===== src/drob_pkg.sv =====
/*
 * Package for the extended diagnostic record builder: register map,
 * record layout constants, mode encoding and event carrier struct.
 * Assumes a 32-bit APB slave at word-aligned byte addresses.
 */
package drob_pkg;

    // ========================================================
    // Register map (byte addresses)
    localparam logic [11:0] DROB_OFF_CTRL = 12'h000;
    localparam logic [11:0] DROB_OFF_BASE = 12'h004;
    localparam logic [11:0] DROB_OFF_REC0 = 12'h010;
    localparam logic [11:0] DROB_OFF_REC1 = 12'h014;
    localparam logic [11:0] DROB_OFF_REC2 = 12'h018;
    localparam logic [11:0] DROB_OFF_REC3 = 12'h01C;
    localparam logic [11:0] DROB_OFF_STAT = 12'h020;
    localparam logic [11:0] DROB_OFF_MASK = 12'h024;

    // ========================================================
    // Control register fields
    localparam int DROB_CTRL_MODE_BIT = 0;
    localparam int DROB_CTRL_MORE_BIT = 1;
    localparam int DROB_CTRL_CLR_BIT = 2;
    localparam logic [31:0] DROB_CTRL_RESET = 32'h0000_0000;

    // ========================================================
    // Record layout
    localparam int DROB_REC_BYTES = 16;
    localparam int DROB_BASE_BYTES = 4;
    localparam logic [6:0] DROB_TYPE_DIG_IN = 7'h70;
    localparam logic [6:0] DROB_TYPE_ANA_IN = 7'h71;
    localparam logic [6:0] DROB_TYPE_DIG_OUT = 7'h72;
    localparam logic [6:0] DROB_TYPE_ANA_OUT = 7'h73;
    localparam logic [6:0] DROB_TYPE_ANA_IO = 7'h74;
    localparam logic [7:0] DROB_DIAG_BITS = 8'h08;
    localparam logic [7:0] DROB_CHAN_COUNT = 8'h08;
    localparam int DROB_NUM_INPUTS = 16;
    localparam int DROB_NUM_GROUPS = 4;
    localparam int DROB_NUM_METERS = 3;

    // Interrupt status bits
    localparam int DROB_IRQ_LOST_BIT = 0;
    localparam int DROB_IRQ_ERR_BIT = 1;
    localparam logic [31:0] DROB_STAT_RESET = 32'h0000_0000;
    localparam logic [31:0] DROB_MASK_RESET = 32'h0000_0000;

    typedef enum logic {
        DROB_MODE_FREQ,
        DROB_MODE_PWM
    } drob_mode_t;

    // Event carrier from the I/O logic
    typedef struct packed {
        logic [DROB_NUM_INPUTS-1:0] in_lost;
        logic [DROB_NUM_METERS-1:0] meas_end;
        logic [DROB_NUM_METERS-1:0] meas_busy;
        logic [DROB_NUM_GROUPS-1:0] group_err;
        logic [DROB_NUM_METERS-1:0] meter_err;
    } drob_events_t;

endpackage


===== src/drob_sticky.sv =====
/*
 * Bank of sticky flags: set by hardware pulses, cleared by a
 * clear vector. Set wins over a clear in the same cycle.
 * Assumes one clock and an active-low asynchronous reset.
 */
`timescale 1ns/100ps
module drob_sticky #(
    parameter int WIDTH = 16
) (
    // Clock and reset
    input wire logic core_clk,
    input wire logic reset_n,
    // Flag control
    input wire logic [WIDTH-1:0] set,
    input wire logic [WIDTH-1:0] clr,
    // Flag state
    output logic [WIDTH-1:0] flags
);
    logic [WIDTH-1:0] next_flags;

    initial begin
        if (WIDTH < 1) begin
            $error("drob_sticky: WIDTH must be at least 1");
        end
    end

    always_comb begin
        next_flags = (flags & ~clr) | set;
    end

    always_ff @(posedge core_clk or negedge reset_n) begin
        if (!reset_n) begin
            flags <= '0;
        end else begin
            flags <= next_flags;
        end
    end
endmodule


===== src/drob_top.sv =====
/*
 * Extended diagnostic record builder with APB register access.
 * Builds the 16-byte record for frequency-measurement or PWM mode
 * from the base record and live event inputs from the I/O logic.
 * Assumes APB signals synchronous to core_clk and event pulses
 * one cycle wide, also synchronous to core_clk.
 * A pulse held high for several cycles counts as several events.
 * Group and meter error inputs are levels; group errors, and meter errors in
 * frequency mode only, are shown live, not latched; software that needs history reads the status register.
 * Changing the mode bit drops every pending and lost meter flag.
 */
`timescale 1ns/100ps
module drob_top #(
    parameter int NUM_INPUTS = drob_pkg::DROB_NUM_INPUTS,
    parameter int NUM_METERS = drob_pkg::DROB_NUM_METERS
) (
    // Clock and reset
    input wire logic core_clk,
    input wire logic reset_n,
    // APB slave
    input wire logic psel,
    input wire logic penable,
    input wire logic pwrite,
    input wire logic [11:0] paddr,
    input wire logic [31:0] pwdata,
    input wire logic [3:0] pstrb,
    output logic [31:0] prdata,
    output logic pready,
    output logic pslverr,
    // Event inputs from the I/O logic
    input wire drob_pkg::drob_events_t events,
    // Base record bytes 0..3 from the basic diagnostic logic
    input wire logic [31:0] base_record,
    // Interrupt
    output logic irq
);
    import drob_pkg::*;

    initial begin
        if (NUM_INPUTS != DROB_NUM_INPUTS || NUM_METERS != DROB_NUM_METERS)
        begin
            $error("drob_top: record layout fixes 16 inputs, 3 meters");
        end
    end

    // ========================================================
    // Control and status registers
    logic [31:0] ctrl;
    logic [31:0] next_ctrl;
    logic [31:0] mask;
    logic [31:0] next_mask;
    logic [1:0] stat;
    logic [1:0] next_stat;
    logic [31:0] next_prdata;
    logic next_pready;
    logic next_pslverr;
    logic next_irq;
    logic [31:0] rec_word [4];

    drob_mode_t mode;
    logic access;
    logic wr_en;
    logic rd_en;
    logic soft_clr;

    // ========================================================
    // Address decode
    logic hit_ctrl;
    logic hit_stat;
    logic hit_mask;
    logic hit_known;

    always_comb begin
        hit_ctrl = 1'b0;
        hit_stat = 1'b0;
        hit_mask = 1'b0;
        hit_known = 1'b1;
        case (paddr)
            DROB_OFF_CTRL: hit_ctrl = 1'b1;
            DROB_OFF_STAT: hit_stat = 1'b1;
            DROB_OFF_MASK: hit_mask = 1'b1;
            DROB_OFF_BASE, DROB_OFF_REC0, DROB_OFF_REC1: hit_known = 1'b1;
            DROB_OFF_REC2, DROB_OFF_REC3: hit_known = 1'b1;
            default: hit_known = 1'b0;
        endcase
    end

    assign mode = drob_mode_t'(ctrl[DROB_CTRL_MODE_BIT]);
    // One wait state: the access is taken in its first cycle and
    // answered in the next, so no access is ever taken twice
    assign access = psel & penable & ~pready;
    assign wr_en = access & pwrite & pstrb[0];
    assign rd_en = access & ~pwrite;
    assign soft_clr = wr_en && hit_ctrl && pwdata[DROB_CTRL_CLR_BIT];

    // ========================================================
    // Lost-interrupt flags
    // A process interrupt is lost when a new one arrives while its
    // flag from the previous event is still pending delivery.
    logic [NUM_METERS-1:0] meas_pend;
    logic [NUM_INPUTS-1:0] in_lost_set;
    logic [NUM_METERS-1:0] meas_lost_set;
    logic [NUM_INPUTS-1:0] in_lost;
    logic [NUM_METERS-1:0] meas_lost;
    logic [NUM_METERS-1:0] meas_evt;
    logic [NUM_INPUTS-1:0] in_clr;
    logic [NUM_METERS-1:0] meas_clr;

    // Integration expiry counts only while measurement is active
    assign meas_evt = events.meas_end & events.meas_busy;
    assign in_lost_set = events.in_lost;
    // A missed end-of-integration while one is still pending is lost
    assign meas_lost_set = (mode == DROB_MODE_FREQ) ?
                           (meas_evt & meas_pend) : '0;

    // ========================================================
    // Clear vectors for the two flag banks
    always_comb begin
        in_clr = {NUM_INPUTS{soft_clr}};
        meas_clr = {NUM_METERS{soft_clr}};
        // Leaving frequency mode drops the meter flags so PWM reads zero
        if (mode == DROB_MODE_PWM) begin
            meas_clr = '1;
        end
    end

    // ========================================================
    // Meter pending state
    // Limitation: one pending slot per meter, so a third end event
    // before software clears is counted the same as the second
    logic [NUM_METERS-1:0] next_meas_pend;

    always_comb begin
        next_meas_pend = meas_pend;
        if (mode == DROB_MODE_FREQ) begin
            next_meas_pend = meas_pend | meas_evt;
        end
        if (soft_clr || mode == DROB_MODE_PWM) begin
            next_meas_pend = meas_evt & {NUM_METERS{mode == DROB_MODE_FREQ}};
        end
    end

    always_ff @(posedge core_clk or negedge reset_n) begin
        if (!reset_n) begin
            meas_pend <= '0;
        end else begin
            meas_pend <= next_meas_pend;
        end
    end

    // ========================================================
    // Sticky lost flags, one bank per source
    drob_sticky #(
        .WIDTH(NUM_INPUTS)
    ) u_in_lost (
        .core_clk(core_clk),
        .reset_n(reset_n),
        .set(in_lost_set),
        .clr(in_clr),
        .flags(in_lost)
    );

    drob_sticky #(
        .WIDTH(NUM_METERS)
    ) u_meas_lost (
        .core_clk(core_clk),
        .reset_n(reset_n),
        .set(meas_lost_set),
        .clr(meas_clr),
        .flags(meas_lost)
    );

    // ========================================================
    // Record assembly
    logic [7:0] rec_byte [DROB_REC_BYTES];

    always_comb begin
        // Zero first, so every reserved and fixed bit reads zero
        for (int b = 0; b < DROB_REC_BYTES; b++) begin
            rec_byte[b] = 8'h00;
        end
        for (int b = 0; b < DROB_BASE_BYTES; b++) begin
            rec_byte[b] = base_record[8*b +: 8];
        end
        rec_byte[4] = {ctrl[DROB_CTRL_MORE_BIT], DROB_TYPE_DIG_IN};
        rec_byte[5] = DROB_DIAG_BITS;
        rec_byte[6] = DROB_CHAN_COUNT;
        if (mode == DROB_MODE_FREQ) begin
            rec_byte[7] = {1'b0, events.meter_err, events.group_err};
        end else begin
            rec_byte[7] = {4'h0, events.group_err};
        end
        for (int i = 0; i < NUM_INPUTS; i++) begin
            rec_byte[8 + i/4][2*(i%4)] = in_lost[i];
        end
        if (mode == DROB_MODE_FREQ) begin
            for (int m = 0; m < NUM_METERS; m++) begin
                rec_byte[12 + m][0] = meas_lost[m];
            end
        end
    end

    always_comb begin
        for (int w = 0; w < 4; w++) begin
            rec_word[w] = {rec_byte[4*w+3], rec_byte[4*w+2],
                           rec_byte[4*w+1], rec_byte[4*w]};
        end
    end

    // ========================================================
    // Interrupt status: any new lost flag, group error or, in frequency mode, meter error
    logic [1:0] stat_set;
    logic [1:0] stat_clr;

    assign stat_set[DROB_IRQ_LOST_BIT] = |in_lost_set | |meas_lost_set;
    assign stat_set[DROB_IRQ_ERR_BIT] = |events.group_err |
        ((mode == DROB_MODE_FREQ) & |events.meter_err);
    assign stat_clr = (wr_en && hit_stat) ? pwdata[1:0] : 2'b00;

    always_comb begin
        // Set wins over a write-one-to-clear in the same cycle
        next_stat = (stat & ~stat_clr) | stat_set;
        next_irq = |(next_stat & mask[1:0]);
    end

    // Irq follows the status being stored, so it never lags a new
    // event; a mask write takes effect one cycle later
    always_ff @(posedge core_clk or negedge reset_n) begin
        if (!reset_n) begin
            stat <= DROB_STAT_RESET[1:0];
            irq <= 1'b0;
        end else begin
            stat <= next_stat;
            irq <= next_irq;
        end
    end

    // ========================================================
    // Control and mask registers
    always_comb begin
        next_ctrl = ctrl;
        next_mask = mask;
        if (wr_en && hit_ctrl) begin
            // Clear is a self-clearing strobe, never stored
            next_ctrl = {30'h0, pwdata[1:0]};
        end
        if (wr_en && hit_mask) begin
            next_mask = {30'h0, pwdata[1:0]};
        end
    end

    always_ff @(posedge core_clk or negedge reset_n) begin
        if (!reset_n) begin
            ctrl <= DROB_CTRL_RESET;
            mask <= DROB_MASK_RESET;
        end else begin
            ctrl <= next_ctrl;
            mask <= next_mask;
        end
    end

    // ========================================================
    // APB answer
    // Writes return zero data; a refused access raises pslverr for
    // the one cycle that pready stands
    always_comb begin
        next_pready = access;
        next_pslverr = access & ~hit_known;
        next_prdata = 32'h0000_0000;
        if (rd_en) begin
            case (paddr)
                DROB_OFF_CTRL: next_prdata = ctrl;
                DROB_OFF_BASE: next_prdata = base_record;
                DROB_OFF_REC0: next_prdata = rec_word[0];
                DROB_OFF_REC1: next_prdata = rec_word[1];
                DROB_OFF_REC2: next_prdata = rec_word[2];
                DROB_OFF_REC3: next_prdata = rec_word[3];
                DROB_OFF_STAT: next_prdata = {30'h0, stat};
                DROB_OFF_MASK: next_prdata = mask;
                default: next_prdata = 32'h0000_0000;
            endcase
        end
    end

    always_ff @(posedge core_clk or negedge reset_n) begin
        if (!reset_n) begin
            prdata <= 32'h0000_0000;
            pready <= 1'b0;
            pslverr <= 1'b0;
        end else begin
            prdata <= next_prdata;
            pready <= next_pready;
            pslverr <= next_pslverr;
        end
    end
endmodule


===== config.mk =====
export PLATFORM = sky130hd
export DESIGN_NAME = drob_top
export DESIGN_NICKNAME = d
export VERILOG_FILES = /design/src/drob_pkg.sv /design/src/drob_sticky.sv /design/src/drob_top.sv
export SDC_FILE = /design/constraint.sdc
export NUM_CORES = 1
export LEC_CHECK = 0
export ABC_AREA = 1
export CAP_MARGIN = 20
export CELL_PAD_IN_SITES_DETAIL_PLACEMENT = 0
export CELL_PAD_IN_SITES_GLOBAL_PLACEMENT = 1
export CORE_MARGIN = 10
export CORE_UTILIZATION = 44
export DETAILED_ROUTE_END_ITERATION = 6
export DONT_BUFFER_PORTS = 1
export GPL_ROUTABILITY_DRIVEN = 1
export PLACE_DENSITY = 0.87
export SLEW_MARGIN = 25
export SYNTH_ARGS = -nofsm -noshare
export SYNTH_HDL_FRONTEND = slang
export SYNTH_SLANG_ARGS = --single-unit

===== constraint.sdc =====
create_clock -name core_clk -period 1.8 [get_ports core_clk]
set_clock_uncertainty 0.05 [all_clocks]
set_input_delay 0.09 -clock core_clk [delete_from_list [all_inputs] [get_ports core_clk]]
set_output_delay 0.09 -clock core_clk [all_outputs]
set_load 0.02 [all_outputs]

==> results of run 1 <==
synthesized netlist by cell type:
| master | count |
|---|---|
| sky130_fd_sc_hd__inv_2 | 3 |
| sky130_fd_sc_hd__nand2_1 | 92 |
| sky130_fd_sc_hd__inv_1 | 41 |
| sky130_fd_sc_hd__nand4_1 | 7 |
| sky130_fd_sc_hd__nand3_2 | 1 |
| sky130_fd_sc_hd__buf_6 | 1 |
| sky130_fd_sc_hd__buf_4 | 2 |
| sky130_fd_sc_hd__a31oi_1 | 1 |
| sky130_fd_sc_hd__a21oi_1 | 4 |
| sky130_fd_sc_hd__nor2_4 | 13 |
| sky130_fd_sc_hd__buf_12 | 1 |
| sky130_fd_sc_hd__buf_2 | 4 |
| sky130_fd_sc_hd__clkinv_1 | 1 |
| sky130_fd_sc_hd__or3_1 | 1 |
| sky130_fd_sc_hd__nor2_2 | 2 |
| sky130_fd_sc_hd__a22oi_1 | 10 |
| sky130_fd_sc_hd__nor2_1 | 62 |
| sky130_fd_sc_hd__nor3_1 | 1 |
| sky130_fd_sc_hd__dfrtp_1 | 63 |
| sky130_fd_sc_hd__nand2_2 | 6 |
| sky130_fd_sc_hd__o21ai_0 | 17 |
| sky130_fd_sc_hd__nand3_1 | 20 |
tightest hold or removal path, cell delays in order:
cell	delay, ps
sky130_fd_sc_hd__nor2_2	30
sky130_fd_sc_hd__nand2_2	190
sky130_fd_sc_hd__nor2_1	60
power by group:
part           leakage (nW)  internal, W  switching [W]
logic                  1.04     0.000118      0.0000993
registers             0.753      0.00142     0.00000360
clock network         0.109     0.000825       0.000586
total                  1.90      0.00236       0.000689
kinds of logic (layout without fill, tap and decap cells):
kind of cell	count (synthesis)	count (layout)	synth area share, %
simple gates	205	205	32.0
buf+inv	53	139	8.01
compound gates	32	32	6.35
other cells	0	1	0
flops	63	63	53.7
layout make-up:
cell class | instances | area [µm²] | area share [%]
antenna | 1 | 2.50 | 0.0622
clock buffer | 10 | 138 | 3.42
clock inverter | 6 | 92.6 | 2.30
inverter | 45 | 173 | 4.29
multi-input combinational | 237 | 1140 | 28.2
sequential | 63 | 1580 | 39.2
tap | 77 | 96.3 | 2.39
timing repair buffer | 78 | 811 | 20.1
what timing repair did:
action	in CTS	in global routing
setup endpoints to repair	0	5
resized for setup	0	6
hold endpoints to repair	126	0
hold buffers	73	0
worst min path at each step:
stage	startpoint	end	slack (ps)	cells after the start
global placement	reset_n	prdata[21]	-250	0
finish	pwrite	prdata[1]	30	3
floorplan	reset_n	ctrl[0]	-260	0
CTS	pwrite	prdata[1]	40	3
detailed placement	reset_n	prdata[21]	-250	0
global route	pwrite	prdata[1]	50	3
cells in the final DEF, fill, tap and decap left out, types with 4 or more instances in the layout:
cell                            synthesis  final
sky130_fd_sc_hd__a21oi_1                4      4
sky130_fd_sc_hd__clkbuf_8               0     10
sky130_fd_sc_hd__nand2_2                6      6
sky130_fd_sc_hd__dlygate4sd3_1          0     72
sky130_fd_sc_hd__o21ai_0               17     16
sky130_fd_sc_hd__nand3_1               20     20
sky130_fd_sc_hd__nand2_1               92     92
sky130_fd_sc_hd__dfrtp_1               63     63
sky130_fd_sc_hd__a22oi_1               10     10
sky130_fd_sc_hd__inv_1                 41     40
sky130_fd_sc_hd__inv_2                  3      4
sky130_fd_sc_hd__nor2_1                62     60
sky130_fd_sc_hd__nor2_4                13     14
sky130_fd_sc_hd__nand4_1                7      7
metrics by stage:
stage	setup TNS, ps	cell area, µm²
2_1_floorplan	0	2940
3_3_place_gp	0	3030
3_5_place_dp	0	3030
4_1_cts	0	4010
5_1_grt	-12.5	4030
6_report	0	4030
routing by layer:
metal / global-route usage (%) / part of all wire [%] / up-vias
li1: - / - / 1266
met1: 21.1 / 40 / 1238
met2: 29.3 / 51 / 108
met3: 5.51 / 8.3 / 6
met4: 5.50 / 0.80 / 0
met5: 0 / 0 / -
sequential cells by signal (all words and copies together), names as in the netlist:
name,cells
prdata,32
u_in_lost.flags,16
meas_pend,3
u_meas_lost.flags,3
ctrl,2
mask,2
stat,2
irq,1
pready,1
pslverr,1
==> impl_results.md, run 1 <==
* Pin count of the biggest net entering global routing at 64
* Total number of cells along the worst setup path at 6
* Critical path peak fanout at 3
* Crit path capture: prdata[19]
* Critical-path cell with the highest stage delay: sky130_fd_sc_hd__dlygate4sd3_1
* Post-layout net count at roughly 550
* Post-Synthesis Net Count at 467
* Worst-path cell chain: nor2_4 -> inv_1 -> nor2_2 -> o21ai_1 -> nor2_1 -> dlygate4sd3_1
* Category of the most critical setup path: flip-flop to flip-flop
* Area inside the core boundary at 6420 µm²
* Setup-violating endpoint count in the final report at 0
* Post-synth top area share at 53.7%
* Cell total after placement at around 430
* Final instance count without filler cells at between 500 and 600
* Boundary Pins at 149
* First-iteration detailed-routing DRC count at 149
* GRT Util Overall at approximately 18%
* Worst setup slack for register-to-register paths at 100 ps
* Routed WL at around 9000 µm
* Antenna violations before repair at 1
* Share of the cycle needed by the critical path after routing at 94.4%
* Final Total Pwr at 0.00305 W
* Share of the core filled with cells at between 60% and 70%
* Critical path endpoint category: flip-flop
* Die Width at 102 µm
* Kind of start point of the critical path: flip-flop
* Post-route DRC at 0
* Leakage power summed over all cells at 1.90 nW
* Synth unique cells at 22
* Vias per Instance at 5.06
* Number of buffers created by CTS at 9
* Placed wire-length estimate after detailed placement at 5910 µm
* Final-layout fill cell count at 536
* Via count at 2618
* Worst slew slack as a fraction of its limit at 76.0%
* Synth warn at 0
* Crit path DAT at 1900 ps
* Post-layout minimum cycle time at 1700 ps
* Hold_ws at between 30 and 40 ps
* Reg-to-reg startpoint: pready
* Num rows at 29
* Number of cell instances on the worst register-to-register path at 6
* Dpl ws at 250 ps
* Power per cell area at 757 nW/µm²
* Number of nets with antenna violations after detailed routing at 0
* GP Congestion at 0.790
* Count of mapped cells out of synthesis at between 300 and 400
* Peak supply drop at 0.000460 V
* CP required at 2000 ps
* Vias in the first global route at 2694
* Share of post-route cells with drive strength above 1 at 11.6%
* Mapped cell area at 2940 µm²
* Port buffer count at 0
* Top cells by area, synth: sky130_fd_sc_hd__dfrtp_1 (54%), sky130_fd_sc_hd__nand2_1 (12%), sky130_fd_sc_hd__nor2_1 (7.9%)
* Final routed wire length divided by cell count at 17.4 µm
* Worst setup slack after layout at between 100 and 150 ps
* Maximum buffer depth of the clock tree at 2
* Clock input transition at the sequential cells of the worst setup and hold paths at 70 ps
* F_max at 588 MHz
* Leading area contributor after synthesis: sky130_fd_sc_hd__dfrtp_1
* First-pass GRT wire length at 14200 µm
* Clk_lat worst skew at 320 ps
* Startpoint of the most critical setup path: pready
* Initial Utilization at approximately 46%
* Critical path buffer and inverter count at 2
* Outcome: finished, final reports clean
* Cell chosen for the clock root: sky130_fd_sc_hd__clkbuf_8
* Number of synthesized register bits at 63
* Transition time at the pin with the least slew margin at 360 ps
* Remaining global-route overflow at 0
* Clock sinks at 63
* Syn_area_per_cell at 8.32 µm²
* Setup repair after global routing missed its margin: yes
* DR pass1 iterations at 4
* TritonCTS clock tree: yes
* Die Y at 102 µm
* Post-CTS Setup Repair Bufs at 0
* Area Growth Syn to Fin at 37.0%
* Number of max-cap violations at 0
* Deepest level of the CTS H-tree at 3
* Final Max Slew Viols at 0
* Total count of hold-check failures in the final report at 0
* Sequential area share after synthesis at 53.7%
* Peak per-stage delay on the critical path at about 600 ps
* Reg-to-reg critical path endpoint: prdata[19]
* Cell type group with the largest total delay on the critical path: buffers and inverters
* Hold crit path type: primary input to flip-flop
* Floorplan die area at 10300 µm²
Power figures use the tool's default switching activity.
==> run 2: changes to the inputs <==
SETUP_SLACK_MARGIN = 0.5   (was default)
SKIP_CTS_REPAIR_TIMING = 1   (was default)
==> impl_results.md, run 2 (same netlist as run 1, synthesis figures left out) <==
* Setup repair after global routing missed its margin: yes
* Total count of hold-check failures in the final report at between 60 and 70
* Peak per-stage delay on the critical path at 470 ps
* Die Width at 102 µm
* Top register by number of flip-flops: prdata
* Number of nets with antenna violations after detailed routing at 0
* Total negative slack at 0 ps
* Final Total Pwr at between 0.002 and 0.003 W
* Die Y at roughly 100 µm
* Share of post-route cells with drive strength above 1 at 18.1%
* Num rows at 29
* Worst slew slack as a fraction of its limit at 79.6%
* Worst-path cell chain: nor2_4 -> nand3_4 -> inv_4 -> nand3_4 -> clkbuf_16 -> nand2_1 -> nand2_1
* Cell type group with the largest total delay on the critical path: simple AND/OR/NAND/NOR gates
* CP required at 1990 ps
* Critical path peak fanout at 6
* Clk_lat worst skew at between 300 and 400 ps
* Leading cell type in the layout, fill and taps excluded: sky130_fd_sc_hd__nand2_1
* DR pass1 iterations at 4
* Maximum buffer depth of the clock tree at 2
* GP Congestion at 0.829
* Number of buffers created by CTS at 9
* Antenna violations before repair at 0
* Leakage power summed over all cells at between 1.5 and 2 nW
* Remaining global-route overflow at 0
* Area Growth Syn to Fin at 40.6%
* Reg-to-reg critical path endpoint: u_in_lost.flags[10]
* Most frequent cells in the layout: sky130_fd_sc_hd__nand2_1 (81), sky130_fd_sc_hd__dlygate4sd3_1 (65), sky130_fd_sc_hd__dfrtp_1 (62)
* Post-route DRC at 0
* Final routed wire length divided by cell count at 18.2 µm
* Worst setup slack for register-to-register paths at 340 ps
* Post-layout minimum cycle time at 1460 ps
* Dpl ws at 257 ps
* Routed WL at 9460 µm
* Port buffer count at 0
* Hold_ws at -621 ps
* Antenna cells at 0
* Transition time at the pin with the least slew margin at 305 ps
* Crit path DAT at 1640 ps
* Critical path endpoint category: flip-flop
* Critical path buffer and inverter count at 2
* F_max at 686 MHz
* Area inside the core boundary at 6420 µm²
* Registers with the most flip-flops: prdata x32, u_in_lost.flags x16
* Deepest level of the CTS H-tree at 3
* Critical-path cell with the highest stage delay: sky130_fd_sc_hd__dfrtp_2
* Number of max-cap violations at 0
* Placed wire-length estimate after detailed placement at 5990 µm
* GRT Util Overall at 14.8%
* Kind of start point of the critical path: flip-flop
* Setup-violating endpoint count in the final report at 0
* Via count at 2631
* Boundary Pins at 149
* Area of the multi-input gates at 1260 µm²
* Vias per Instance at 5.07
* Final-layout fill cell count at 539
* Max FFs per register at 32
* Clock input transition at the sequential cells of the worst setup and hold paths at 80 ps
* Clock sinks at 63
* Reg-to-reg startpoint: pready
* Worst setup slack after layout at 342 ps
* First-iteration detailed-routing DRC count at 147
* Peak supply drop at 0.000429 V
* Post-layout net count at 551
* First-pass GRT wire length at around 12000 µm
* Pin count of the biggest net entering global routing at 64
* Category of the most critical setup path: flip-flop to flip-flop
* Violations in the final reports: negative hold slack
* Final Max Slew Viols at 0
* Cell chosen for the clock root: sky130_fd_sc_hd__clkbuf_8
* Number of cell instances on the worst register-to-register path at 7
* Share of the cycle needed by the critical path after routing at 81.0%
* Outcome: complete, but fails checks
* Hold crit path type: primary input to async pin
* Floorplan die area at around 10000 µm²
* Register cell area after layout at roughly 1600 µm²
* Initial Utilization at 45.7%
* TritonCTS clock tree: yes
* Vias in the first global route at roughly 2300
* Power per cell area at 693 nW/µm²
## run 2: final cells by class
class | instances | share of cell area (%)
clock inverters | 7 | 1.76
inverters | 45 | 4.24
repair buffers | 80 | 20.0
multi-input cells | 238 | 30.4
well taps | 77 | 2.33
flip-flops and latches | 63 | 38.2
clock buffers | 9 | 3.00
## run 2: worst max path at each step
stage,start,endpoint,cells past startpoint
floorplan,pready,u_in_lost.flags[0],7
global placement,pready,u_in_lost.flags[8],6
detailed placement,pready,u_in_lost.flags[3],6
CTS,pready,u_in_lost.flags[3],6
global route,pready,u_in_lost.flags[10],7
finish,pready,u_in_lost.flags[10],7
## run 2: per-stage QoR
stage                     cell area [µm²]  utilization [%]  cells
after detailed placement             3030             47.2    427
after floorplan                      2950                -    353
after global placement               3030             47.2    427
after global routing                 4130             64.3    519
final                                4130             64.3    519
after CTS                            3230             50.2    443
## run 2: report_power, final
part	switching (W)	internal (W)	total (W)
Combinational	0.0000789	0.000117	0.000196
Sequential	0.00000562	0.00142	0.00142
Clock	0.000604	0.000641	0.00124
## run 2: routing by layer
layer  vias up  routed length, µm  global-route usage [%]  part of all wire, %
met5         -                  0                       0                    0
met3         6                803                    4.90                  8.5
li1       1274                  -                       -                    -
met4         0                 88                    6.93                 0.93
met1      1249               3860                    19.0                   41
met2       102               4710                    21.9                   50
## run 2: worst reg2reg max path: stages (launching register included)
cell                        delay (ps)
sky130_fd_sc_hd__dfrtp_2           470
sky130_fd_sc_hd__nor2_4            140
sky130_fd_sc_hd__nand3_4           100
sky130_fd_sc_hd__inv_4             110
sky130_fd_sc_hd__nand3_4           140
sky130_fd_sc_hd__clkbuf_16         200
sky130_fd_sc_hd__nand2_1            60
sky130_fd_sc_hd__nand2_1            60
==> run 3: changes to the inputs <==
CORE_UTILIZATION = 39   (was 44)
PLACE_DENSITY = 0.82   (was 0.87)
clock period = 1.34 ns   (was 1.8 ns; I/O delays follow)
==> impl_results.md, run 3 (same netlist as run 1, synthesis figures left out) <==
* Placed wire-length estimate after detailed placement at 6280 µm
* Leading cell type in the layout, fill and taps excluded: sky130_fd_sc_hd__nand2_1
* TritonCTS clock tree: yes
* Number of buffers created by CTS at 9
* Vias in the first global route at 2376
* Final-layout fill cell count at 647
* Final Total Pwr at 0.00382 W
* Setup-violating endpoint count in the final report at 1
* Area Growth Syn to Fin at 43.4%
* Setup repair after global routing missed its margin: yes
* Share of the core filled with cells at 57.8%
* Antenna violations before repair at 1
* GP Congestion at 0.864
* Violations in the final reports: negative hold slack, negative setup slack
* Peak supply drop at ~0.00045 V
* Cell chosen for the clock root: sky130_fd_sc_hd__clkbuf_8
* Clock input transition at the sequential cells of the worst setup and hold paths at roughly 80 ps
* Leakage power summed over all cells at 1.89 nW
* Hold crit path type: primary input to async pin
* Remaining global-route overflow at 0
* Deepest level of the CTS H-tree at 3
* DR pass1 iterations at 4
* Power share of the sequential group at 50.0%
* Number of max-cap violations at 0
* Worst setup slack after layout at -26.6 ps
* Clock sinks at 63
* Kind of start point of the critical path: primary input
* Crit path DAT at 1550 ps
* Number of nets with antenna violations after detailed routing at 0
* Port buffer count at 0
* Boundary Pins at 149
* Fraction of power spent switching nets at 22.6%
* Via count at around 2600
* Hold_ws at -645 ps
* Die Y at about 110 µm
* Internal Dissipation at 0.00295 W
* Most frequent cells in the layout: sky130_fd_sc_hd__nand2_1 (91), sky130_fd_sc_hd__dlygate4sd3_1 (60), sky130_fd_sc_hd__inv_1 (39)
* Num rows at 31
* Critical path endpoint category: flip-flop
* Dpl ws at -37.5 ps
* Net switching power of the design at ~0.00086 W
* Registers with the most flip-flops: prdata x32, u_in_lost.flags x16
* Total count of hold-check failures in the final report at 71
* First-pass GRT wire length at 12400 µm
* Area inside the core boundary at around 7300 µm²
* Clock power frac at 43.4%
* Post-layout minimum cycle time at 1370 ps
* Pin count of the biggest net entering global routing at 64
* Clk_lat worst skew at 340 ps
* First-iteration detailed-routing DRC count at 103
* Post-layout net count at 552
* Top register by number of flip-flops: prdata
* Vias per Instance at a little under 5
* Floorplan die area at about 11000 µm²
* GRT Util Overall at 14.0%
* Final Max Slew Viols at 0
* Transition time at the pin with the least slew margin at 379 ps
* Maximum buffer depth of the clock tree at 2
* Critical path peak fanout at 2
* Routed WL at approximately 9300 µm
* Worst slew slack as a fraction of its limit at 74.7%
* Post-route DRC at 0
* Outcome: complete, but fails checks
* CP required at 1530 ps
* F_max at roughly 730 MHz
* Share of the cycle needed by the critical path after routing at 102%
* Worst setup slack for register-to-register paths at approximately 10 ps
* Final routed wire length divided by cell count at 17.0 µm
* Share of post-route cells with drive strength above 1 at 29.8%
* Category of the most critical setup path: primary input to flip-flop
* Die Width at 107 µm
* Initial Utilization at 40.3%
* Power per cell area at approximately 900 nW/µm²
* Max FFs per register at 32
* Share of power burned in combinational logic at 6.6%
==> run 3: final timing paths <==
path                                     start                  end  depth (start not counted)
min                                    reset_n           prdata[23]                          0
max reg2reg                             pready           prdata[18]                          7
min in group core_clk                   pwrite           prdata[19]                          3
max                                  events[6]                  irq                          6
min reg2reg                u_in_lost.flags[13]  u_in_lost.flags[13]                          2
max in group asynchronous              reset_n            prdata[7]                          0
==> run 3: final cells by class <==
class                      instances  area [µm²]  share of cell area, %
sequential                        63        1620                   38.5
multi-input combinational        237        1250                   29.7
timing repair buffer              82         841                   20.0
inverter                          45         176                   4.19
clock buffer                      10         138                   3.27
tap                               99         124                   2.94
clock inverter                     6        60.1                   1.43
antenna                            1        2.50                 0.0594
==> run 3: routing by layer <==
layer	GRT usage [%]	routed length, µm	vias up
li1	-	-	1269
met1	16.2	3810	1234
met2	21.3	4530	98
met3	6.11	716	15
met4	7.45	195	0
met5	0	0	-
==> run 3: power by group through the flow <==
stage	combinational, W	sequential [W]	clock [W]
5_1_grt	0.000273	0.00191	0.00177
3_5_place_dp	0.0000953	0.00195	0
2_1_floorplan	0.0000714	0.00195	0
3_3_place_gp	0.0000937	0.00195	0
6_report	0.000251	0.00191	0.00165
4_1_cts	0.0000957	0.00191	0.00167
==> run 3: worst max-delay path, cell delays in order <==
cell and delay, ps:
sky130_fd_sc_hd__dlygate4sd3_1 560, sky130_fd_sc_hd__or3_1 400, sky130_fd_sc_hd__nor3_1 280, sky130_fd_sc_hd__nand2_1 120
sky130_fd_sc_hd__nand2_1 70, sky130_fd_sc_hd__nand2_1 40
==> run 3: through the flow <==
step	instances	setup TNS (ps)	hold WS, ps	area, µm²
floorplan	353	0	-279	3010
global placement	454	0	-277	3150
detailed placement	454	-129	-276	3150
CTS	470	-228	-649	3340
global route	543	-1050	-656	4210
finish	543	-26.6	-645	4210
